===== config.mk =====
export PLATFORM = sky130hd
export DESIGN_NAME = id_resistor_event_irq
export DESIGN_NICKNAME = d
export VERILOG_FILES = /design/src/rtl/id_event_pkg.sv /design/src/rtl/id_resistor_event_irq.sv
export VERILOG_INCLUDE_DIRS = /design/src /design/src/rtl
export SDC_FILE = /design/constraint.sdc
export NUM_CORES = 1
export LEC_CHECK = 0
export ABC_AREA = 1
export BUFFER_PORTS_ARGS = -buffer_cell sky130_fd_sc_hd__buf_2
export CAP_MARGIN = 10
export CELL_PAD_IN_SITES_DETAIL_PLACEMENT = 1
export CELL_PAD_IN_SITES_GLOBAL_PLACEMENT = 1
export CORE_ASPECT_RATIO = 1.75
export CORE_MARGIN = 4
export CORE_UTILIZATION = 44
export DETAILED_ROUTE_END_ITERATION = 16
export PLACE_DENSITY_LB_ADDON = 0.12
export SETUP_SLACK_MARGIN = 0.3
export SLEW_MARGIN = 20
export SYNTH_ARGS = -nofsm -noshare
export SYNTH_HDL_FRONTEND = slang
export SYNTH_SLANG_ARGS = --single-unit

===== constraint.sdc =====
create_clock -name clock -period 2.6 [get_ports clock]
set_input_delay 0 -clock clock [delete_from_list [all_inputs] [get_ports clock]]
set_output_delay 0 -clock clock [all_outputs]
set_load 0.1 [all_outputs]

===== src/rtl/id_event_defs.svh =====
// Offsets, field positions, reset values and timing counts for the ID event block.
`ifndef ID_EVENT_DEFS_SVH
`define ID_EVENT_DEFS_SVH

`define ADDR_EN_WRITE 8'h1D
`define ADDR_EN_SET 8'h1E
`define ADDR_EN_CLEAR 8'h1F
`define ADDR_STATUS 8'h20
`define ADDR_LATCH 8'h21
`define ADDR_VEND_WRITE 8'h36
`define ADDR_VEND_SET 8'h37
`define ADDR_VEND_CLEAR 8'h38
`define ADDR_IMMEDIATE_MASK 8'h3F

`define EN_RISE_BIT 0
`define EN_FALL_BIT 1
`define EN_MEAS_BIT 5
`define EN_WRITABLE 8'h23
`define EN_RESET 8'h00

`define ST_FLOAT_BIT 0
`define ST_CODE_LSB 3
`define ST_DONE_BIT 6

`define LAT_FLOAT_BIT 0
`define LAT_MEAS_BIT 3

`define VEND_CODE_LSB 0
`define VEND_DONE_BIT 3
`define VEND_GO_BIT 4
`define VEND_RSVD_BIT 5
`define VEND_IRQ_BIT 6
`define VEND_WRITABLE 8'h70
`define VEND_RESET 8'h00

`define CODE_RESET 3'h0

`define MEASURE_TIME_NS 282000
`define CLOCK_PERIOD_PS 5000
`define MEASURE_CYCLES ((`MEASURE_TIME_NS * 1000) / `CLOCK_PERIOD_PS)
`define MEASURE_CNT_W 17

`endif


===== src/rtl/id_event_pkg.sv =====
// Types shared by the ID event block and its register access port.
package id_event_pkg;

   typedef struct packed
   {
      logic wr;
      logic rd;
      logic ext;
      logic [7:0] addr;
      logic [7:0] wdata;
   } reg_req_t;

   typedef struct packed
   {
      logic valid;
      logic [7:0] data;
   } reg_resp_t;

   typedef enum logic [1:0]
   {
      MEAS_IDLE = 2'b01,
      MEAS_BUSY = 2'b10
   } meas_state_t;

endpackage


===== src/rtl/id_resistor_event_irq.sv =====
// ID pin float and resistance measurement events with enable, status and latch registers.
`timescale 1ns/1ps
`include "id_event_defs.svh"

module id_resistor_event_irq
#(
   parameter int MEASURE_CYCLES = `MEASURE_CYCLES
)
(
   input wire logic clock,
   input wire logic rst,
   input wire id_event_pkg::reg_req_t reg_req,
   output id_event_pkg::reg_resp_t reg_resp,
   input wire logic open_pin_raw,
   input wire logic [2:0] conv_code,
   output logic measure_busy,
   output logic alt_int
);
   import id_event_pkg::*;

   // Immediate accesses carry six address bits; extended ones carry eight.
   function automatic logic [7:0] eff_addr(input logic ext, input logic [7:0] addr);
      eff_addr = ext ? addr : (addr & `ADDR_IMMEDIATE_MASK);
   endfunction

   // Write, set or clear on a three-address register, limited to its writable bits.
   function automatic logic [7:0] wsc(input logic [7:0] cur, input logic [7:0] data,
                                      input logic [1:0] op, input logic [7:0] mask);
      logic [7:0] res;
      res = cur;
      if (op == 2'd0)
      begin
         res = data;
      end
      else if (op == 2'd1)
      begin
         res = cur | data;
      end
      else
      begin
         res = cur & ~data;
      end
      wsc = (res & mask) | (cur & ~mask);
   endfunction

   logic s1_r, s2_r, s3_r, float_r, float_nxt;
   logic [7:0] en_r, en_nxt, vend_r, vend_nxt;
   logic [2:0] code_r, code_nxt;
   logic done_r, done_nxt;
   logic lat_float_r, lat_float_nxt, lat_meas_r, lat_meas_nxt;
   meas_state_t state_r, state_nxt;
   logic [`MEASURE_CNT_W-1:0] cnt_r, cnt_nxt;
   reg_resp_t resp_r, resp_nxt;

   logic [7:0] addr;
   logic wr_en, set_en, clr_en, wr_vend, set_vend, clr_vend;
   logic rd_vend, rd_latch, finish, meas_irq_en, float_rise, float_fall;
   logic [7:0] rd_en, rd_status, rd_latch_val, rd_vendor;

   always_comb
   begin
      addr = eff_addr(reg_req.ext, reg_req.addr);
      // Only the three aliased addresses touch the enable register.
      wr_en = reg_req.wr && (addr == `ADDR_EN_WRITE);
      set_en = reg_req.wr && (addr == `ADDR_EN_SET);
      clr_en = reg_req.wr && (addr == `ADDR_EN_CLEAR);
      wr_vend = reg_req.wr && (addr == `ADDR_VEND_WRITE);
      set_vend = reg_req.wr && (addr == `ADDR_VEND_SET);
      clr_vend = reg_req.wr && (addr == `ADDR_VEND_CLEAR);
      rd_vend = reg_req.rd && (addr >= `ADDR_VEND_WRITE) && (addr <= `ADDR_VEND_CLEAR);
      rd_latch = reg_req.rd && (addr == `ADDR_LATCH);
      float_rise = float_nxt && !float_r;
      float_fall = !float_nxt && float_r;
      meas_irq_en = en_r[`EN_MEAS_BIT] || vend_r[`VEND_IRQ_BIT];
      finish = (state_r == MEAS_BUSY) && (cnt_r == '0);
   end

   // A pin change is taken only once the second and third stages agree.
   always_comb
   begin
      float_nxt = (s2_r == s3_r) ? s3_r : float_r;
   end

   always_comb
   begin
      en_nxt = en_r;
      if (wr_en)
      begin
         en_nxt = wsc(en_r, reg_req.wdata, 2'd0, `EN_WRITABLE);
      end
      else if (set_en)
      begin
         en_nxt = wsc(en_r, reg_req.wdata, 2'd1, `EN_WRITABLE);
      end
      else if (clr_en)
      begin
         en_nxt = wsc(en_r, reg_req.wdata, 2'd2, `EN_WRITABLE);
      end
   end

   always_comb
   begin
      vend_nxt = vend_r;
      if (wr_vend)
      begin
         vend_nxt = wsc(vend_r, reg_req.wdata, 2'd0, `VEND_WRITABLE);
      end
      else if (set_vend)
      begin
         vend_nxt = wsc(vend_r, reg_req.wdata, 2'd1, `VEND_WRITABLE);
      end
      else if (clr_vend)
      begin
         vend_nxt = wsc(vend_r, reg_req.wdata, 2'd2, `VEND_WRITABLE);
      end
      // Completion wins over a same-cycle write so the start bit cannot stick.
      if (finish)
      begin
         vend_nxt[`VEND_GO_BIT] = 1'b0;
      end
   end

   always_comb
   begin
      state_nxt = state_r;
      cnt_nxt = cnt_r;
      code_nxt = code_r;
      case (state_r)
         MEAS_IDLE:
         begin
            if (vend_nxt[`VEND_GO_BIT] && !vend_r[`VEND_GO_BIT])
            begin
               state_nxt = MEAS_BUSY;
               cnt_nxt = `MEASURE_CNT_W'(MEASURE_CYCLES - 1);
            end
         end
         MEAS_BUSY:
         begin
            if (finish)
            begin
               state_nxt = MEAS_IDLE;
               code_nxt = conv_code;
            end
            else
            begin
               cnt_nxt = cnt_r - 1'b1;
            end
         end
         default:
         begin
            state_nxt = MEAS_IDLE;
         end
      endcase
   end

   always_comb
   begin
      // Set wins over a read clear so a finish in the read cycle is not lost.
      done_nxt = finish ? 1'b1 : (rd_vend ? 1'b0 : done_r);
      lat_float_nxt = lat_float_r && !rd_latch;
      if ((float_rise && en_r[`EN_RISE_BIT]) || (float_fall && en_r[`EN_FALL_BIT]))
      begin
         lat_float_nxt = 1'b1;
      end
      lat_meas_nxt = lat_meas_r && !rd_latch;
      if (done_nxt && !done_r && meas_irq_en)
      begin
         lat_meas_nxt = 1'b1;
      end
   end

   always_comb
   begin
      rd_en = en_r & `EN_WRITABLE;
      rd_status = '0;
      rd_status[`ST_FLOAT_BIT] = float_r;
      rd_status[`ST_CODE_LSB +: 3] = code_r;
      rd_status[`ST_DONE_BIT] = done_r;
      rd_latch_val = '0;
      rd_latch_val[`LAT_FLOAT_BIT] = lat_float_r;
      rd_latch_val[`LAT_MEAS_BIT] = lat_meas_r;
      rd_vendor = vend_r & `VEND_WRITABLE;
      rd_vendor[`VEND_CODE_LSB +: 3] = code_r;
      rd_vendor[`VEND_DONE_BIT] = done_r;
      resp_nxt.valid = reg_req.rd;
      resp_nxt.data = '0;
      if (!reg_req.rd)
      begin
         resp_nxt.data = '0;
      end
      else if ((addr >= `ADDR_EN_WRITE) && (addr <= `ADDR_EN_CLEAR))
      begin
         resp_nxt.data = rd_en;
      end
      else if (addr == `ADDR_STATUS)
      begin
         resp_nxt.data = rd_status;
      end
      else if (addr == `ADDR_LATCH)
      begin
         resp_nxt.data = rd_latch_val;
      end
      else if (rd_vend)
      begin
         resp_nxt.data = rd_vendor;
      end
   end

   always_ff @(posedge clock or posedge rst)
   begin
      if (rst)
      begin
         s1_r <= 1'b0;
         s2_r <= 1'b0;
         s3_r <= 1'b0;
         float_r <= 1'b0;
         en_r <= `EN_RESET;
         vend_r <= `VEND_RESET;
         code_r <= `CODE_RESET;
         done_r <= 1'b0;
         lat_float_r <= 1'b0;
         lat_meas_r <= 1'b0;
         state_r <= MEAS_IDLE;
         cnt_r <= '0;
         resp_r <= '0;
      end
      else
      begin
         s1_r <= open_pin_raw;
         s2_r <= s1_r;
         s3_r <= s2_r;
         float_r <= float_nxt;
         en_r <= en_nxt;
         vend_r <= vend_nxt;
         code_r <= code_nxt;
         done_r <= done_nxt;
         lat_float_r <= lat_float_nxt;
         lat_meas_r <= lat_meas_nxt;
         state_r <= state_nxt;
         cnt_r <= cnt_nxt;
         resp_r <= resp_nxt;
      end
   end

   assign reg_resp = resp_r;
   assign measure_busy = (state_r == MEAS_BUSY);
   // The level drops in the cycle after the latch read, so one event is reported once.
   assign alt_int = lat_float_r || lat_meas_r;

endmodule


==> flow_metrics.tcl <==
set metrics [dict create \
    grt_util_met2_pct 40.6 \
    hp-class "in -> reg" \
    max_freq_mhz 491 \
    grt_pass1_vias 2313 \
    arrival_ns 2.23 \
    drt_iter0_markers 46 \
    cts_tree "done" \
    drt-vias-per-instance 5.28 \
    cts_root_buf "clkbuf_8" \
    fin_crit_sh_pct 78.3 \
    cts_buffer_depth 2 \
    ir_drop_uv 363 \
    synth_flop_cell "dfrtp_1" \
    drt_wl_total_mm 6.03 \
    ys_types 32 \
    skew_ns 0.00526 \
    dpl.hpwl_mm 4.58 \
    crit_chain "inv_1, ha_1, nand3_1, nor2_2, nand4_4, nand3_4, nand2_2, nand2_1, nand2_1" \
    path_class "reg -> reg" \
    synth.area.top_cells "dfrtp_1 46%, nand2_1 11%, inv_1 6.7%" \
    grtUsageMet1_pct 20.0 \
    syn_area_sq_mm 0.00230 \
    utilization_pct 54.6 \
    drt_first_pass_iters 4 \
    overflow 0 \
    ant_nets 0 \
    finalNonFillerCells 394 \
    worst_pin_slew_ns 0.612 \
    synthDominantCellAreaShare_pct 45.8 \
    synth_edf_count 0 \
    ys_warn_count 0 \
    power.total_w 0.00148 \
    period_needed_ns 2.04 \
    initial_core_util_pct 45.7 \
    crit_top_cell "nand2_1" \
    fp.dieW_um 62.6 \
    io_buffers 31 \
    die_area_sq_mm 0.00648 \
    fin_area_sq_mm 0.00274 \
    synth_top_area_cell "dfrtp_1" \
    hold_end "vend_r[4]$_DFF_PP0_" \
    placed_area_sq_mm 0.00249 \
    hold_viol 0 \
    start_kind "register" \
    hold_path_startpoint "reg_req[18]" \
    cpPeakStageDelay_ns 0.42 \
    crit_fanout 18 \
    r2r_end "cnt_r[0]$_DFFE_PP0P_" \
    dr_total_vias 2081 \
    antenna_found_initial 0 \
    end_kind "register" \
    ff_latch_area_sq_mm 0.00108 \
    wl_per_cell_um 15.3 \
    power_leakage_nw 1.39 \
    area_growth_syn_to_layout_pct 19.3 \
    h-tree-depth 2 \
    n_antenna_cell 0 \
    grt_pass1_wl_mm 10.4 \
    avgSynthCellArea_sq_um 7.86 \
    cts_setup_buffers 0 \
    cts_buffers 5 \
    ys_ff_latch 43 \
    r2r_slack_ns 0.56 \
    die-height_um 104 \
    fin_nets 365 \
    rsz0062_at_grt "false" \
    place.gp.congestion 0.773 \
    relSlewSlack_pct 58.9 \
    dp_cells 375 \
    slew_violations 0 \
    core_area_sq_mm 0.00502 \
    io_pins 36 \
    holdPathStages 4 \
    netlist_instances 292 \
    track_usage_pct 20.2 \
    drc 0 \
    critical_path.slowest_cell "dfrtp_1" \
    required_ns 2.79 \
    clk_pin_slew_worst_paths_ns 0.08 \
    clock_latency_ns 0.29 \
    synth_fp_nets 318 \
    status "completed" \
    row_count 34 \
    drv_cap 0 \
    drive_gt1_share_pct 21.2 \
    fillers 628 \
    async_reset_ff_share_pct 100 \
    p_per_area_mw_per_mm2 542 \
    grt_max_degree 28 \
    clock-sinks 43 \
    busiest_layer "met2" \
    multi_input_area_sq_mm 0.00102 \
    r2r_cells 9 \
    yosysSeqAreaShare_pct 46.9 \
    tns_ns 0 \
    grtUsageMet3_pct 2.71 \
    rr_startpoint "cnt_r[0]$_DFFE_PP0P_" \
    setup_viol 0 \
]
cell type report:
cell class,instances,share of cell area (%)
Clock buffer,5,2.51
Clock inverter,3,2.47
Inverter,45,6.17
Multi-Input combinational cell,201,37.1
Sequential cell,43,39.3
Tap cell,54,2.47
Timing Repair Buffer,43,9.96
placed cells by master (no fill, tap or decap), types with 4 or more instances in the layout:
| master | count |
|---|---|
| nand3_1 | 26 |
| nand2_2 | 6 |
| buf_2 | 31 |
| a21oi_1 | 7 |
| nand3_2 | 6 |
| inv_2 | 4 |
| nor2_2 | 7 |
| clkbuf_8 | 5 |
| inv_1 | 40 |
| dfrtp_1 | 42 |
| nor4_1 | 4 |
| dlygate4sd3_1 | 11 |
| o21ai_0 | 20 |
| nand2_1 | 68 |
| nor2_1 | 32 |
how the worst max path moves through the flow:
stage                                       end  slack (ns)  cells past startpoint                   start
after global routing       cnt_r[1]$_DFFE_PP0P_        0.32                      9    cnt_r[0]$_DFFE_PP0P_
after floorplan           cnt_r[11]$_DFFE_PP0P_        0.48                      5  state_r[0]$_DFFE_PP1P_
after detailed placement   cnt_r[1]$_DFFE_PP0P_        0.57                      9    cnt_r[0]$_DFFE_PP0P_
final                      cnt_r[0]$_DFFE_PP0P_        0.56                      9    cnt_r[0]$_DFFE_PP0P_
after global placement     cnt_r[1]$_DFFE_PP0P_        0.63                      9    cnt_r[0]$_DFFE_PP0P_
after CTS                  cnt_r[1]$_DFFE_PP0P_        0.53                      9    cnt_r[0]$_DFFE_PP0P_
per-layer routing:
metal	up-vias	wire (um)
met5	-	0
met4	0	127
met3	10	151
met2	34	3630
met1	1014	2120
li1	1023	-
sequential cells by signal, indices dropped and copies added (netlist names), 2 cells and up, named ones only:
signal    cells
cnt_r        17
code_r        3
reg_resp      8
state_r       2
vend_r        3
stage by stage:
| step | setup WS [ns] | hold slack, ns |
|---|---|---|
| final | 0.563 | 0.106 |
| after floorplan | 0.484 | 0.0314 |
| after detailed placement | 0.574 | 0.0166 |
| after global placement | 0.634 | 0.00953 |
| after CTS | 0.530 | 0.103 |
| after global routing | 0.323 | 0.136 |
worst max-delay path, delay by kind of cell, from the launching register on:
kind / cells / cell delay, ns
AND/OR/NAND/NOR: 7 / 1.24
flip-flops: 1 / 0.42
adder cells (fa/ha/maj): 1 / 0.19
buffers and inverters: 1 / 0.07
kinds of logic (layout without fill, tap and decap cells):
family                   Yosys count  count (layout)  synth area share [%]
adder cells (fa/ha/maj)            1               1                 0.545
buffers and inverters             48              96                  8.83
multiplexers                       2               2                 0.981
AND/OR/NAND/NOR                  163             163                  34.5
other                              1               1                 0.163
AO/OA/AOI/OAI                     34              34                  8.01
flip-flops                        43              43                  46.9
timing repair:
action	CTS	global route
setup endpoints to repair	0	0
gates resized for setup	0	0
hold buffers	11	0
endpoints found under the hold margin	27	0
where the power goes:
group          total [W]  internal, W  leakage [nW]  switching (W)
combinational   0.000147    0.0000482         0.814      0.0000991
sequential      0.000719     0.000696         0.514      0.0000235
clock           0.000618     0.000383        0.0644       0.000235
total            0.00148      0.00113          1.39       0.000357
cell usage after synthesis, types with 2 or more instances:
cell type	n
nand3b_1	2
nor4_1	4
a21oi_1	7
mux2_2	2
nor2_1	32
inv_1	41
nor3_1	3
nand2_1	68
nand4_1	3
o21ai_0	20
nand2_2	6
nand3_1	26
inv_2	4
o21bai_1	2
or2_2	2
dfrtp_1	42
nor2_2	7
a31oi_1	2
nand3_2	6
Power figures use the tool's default switching activity.
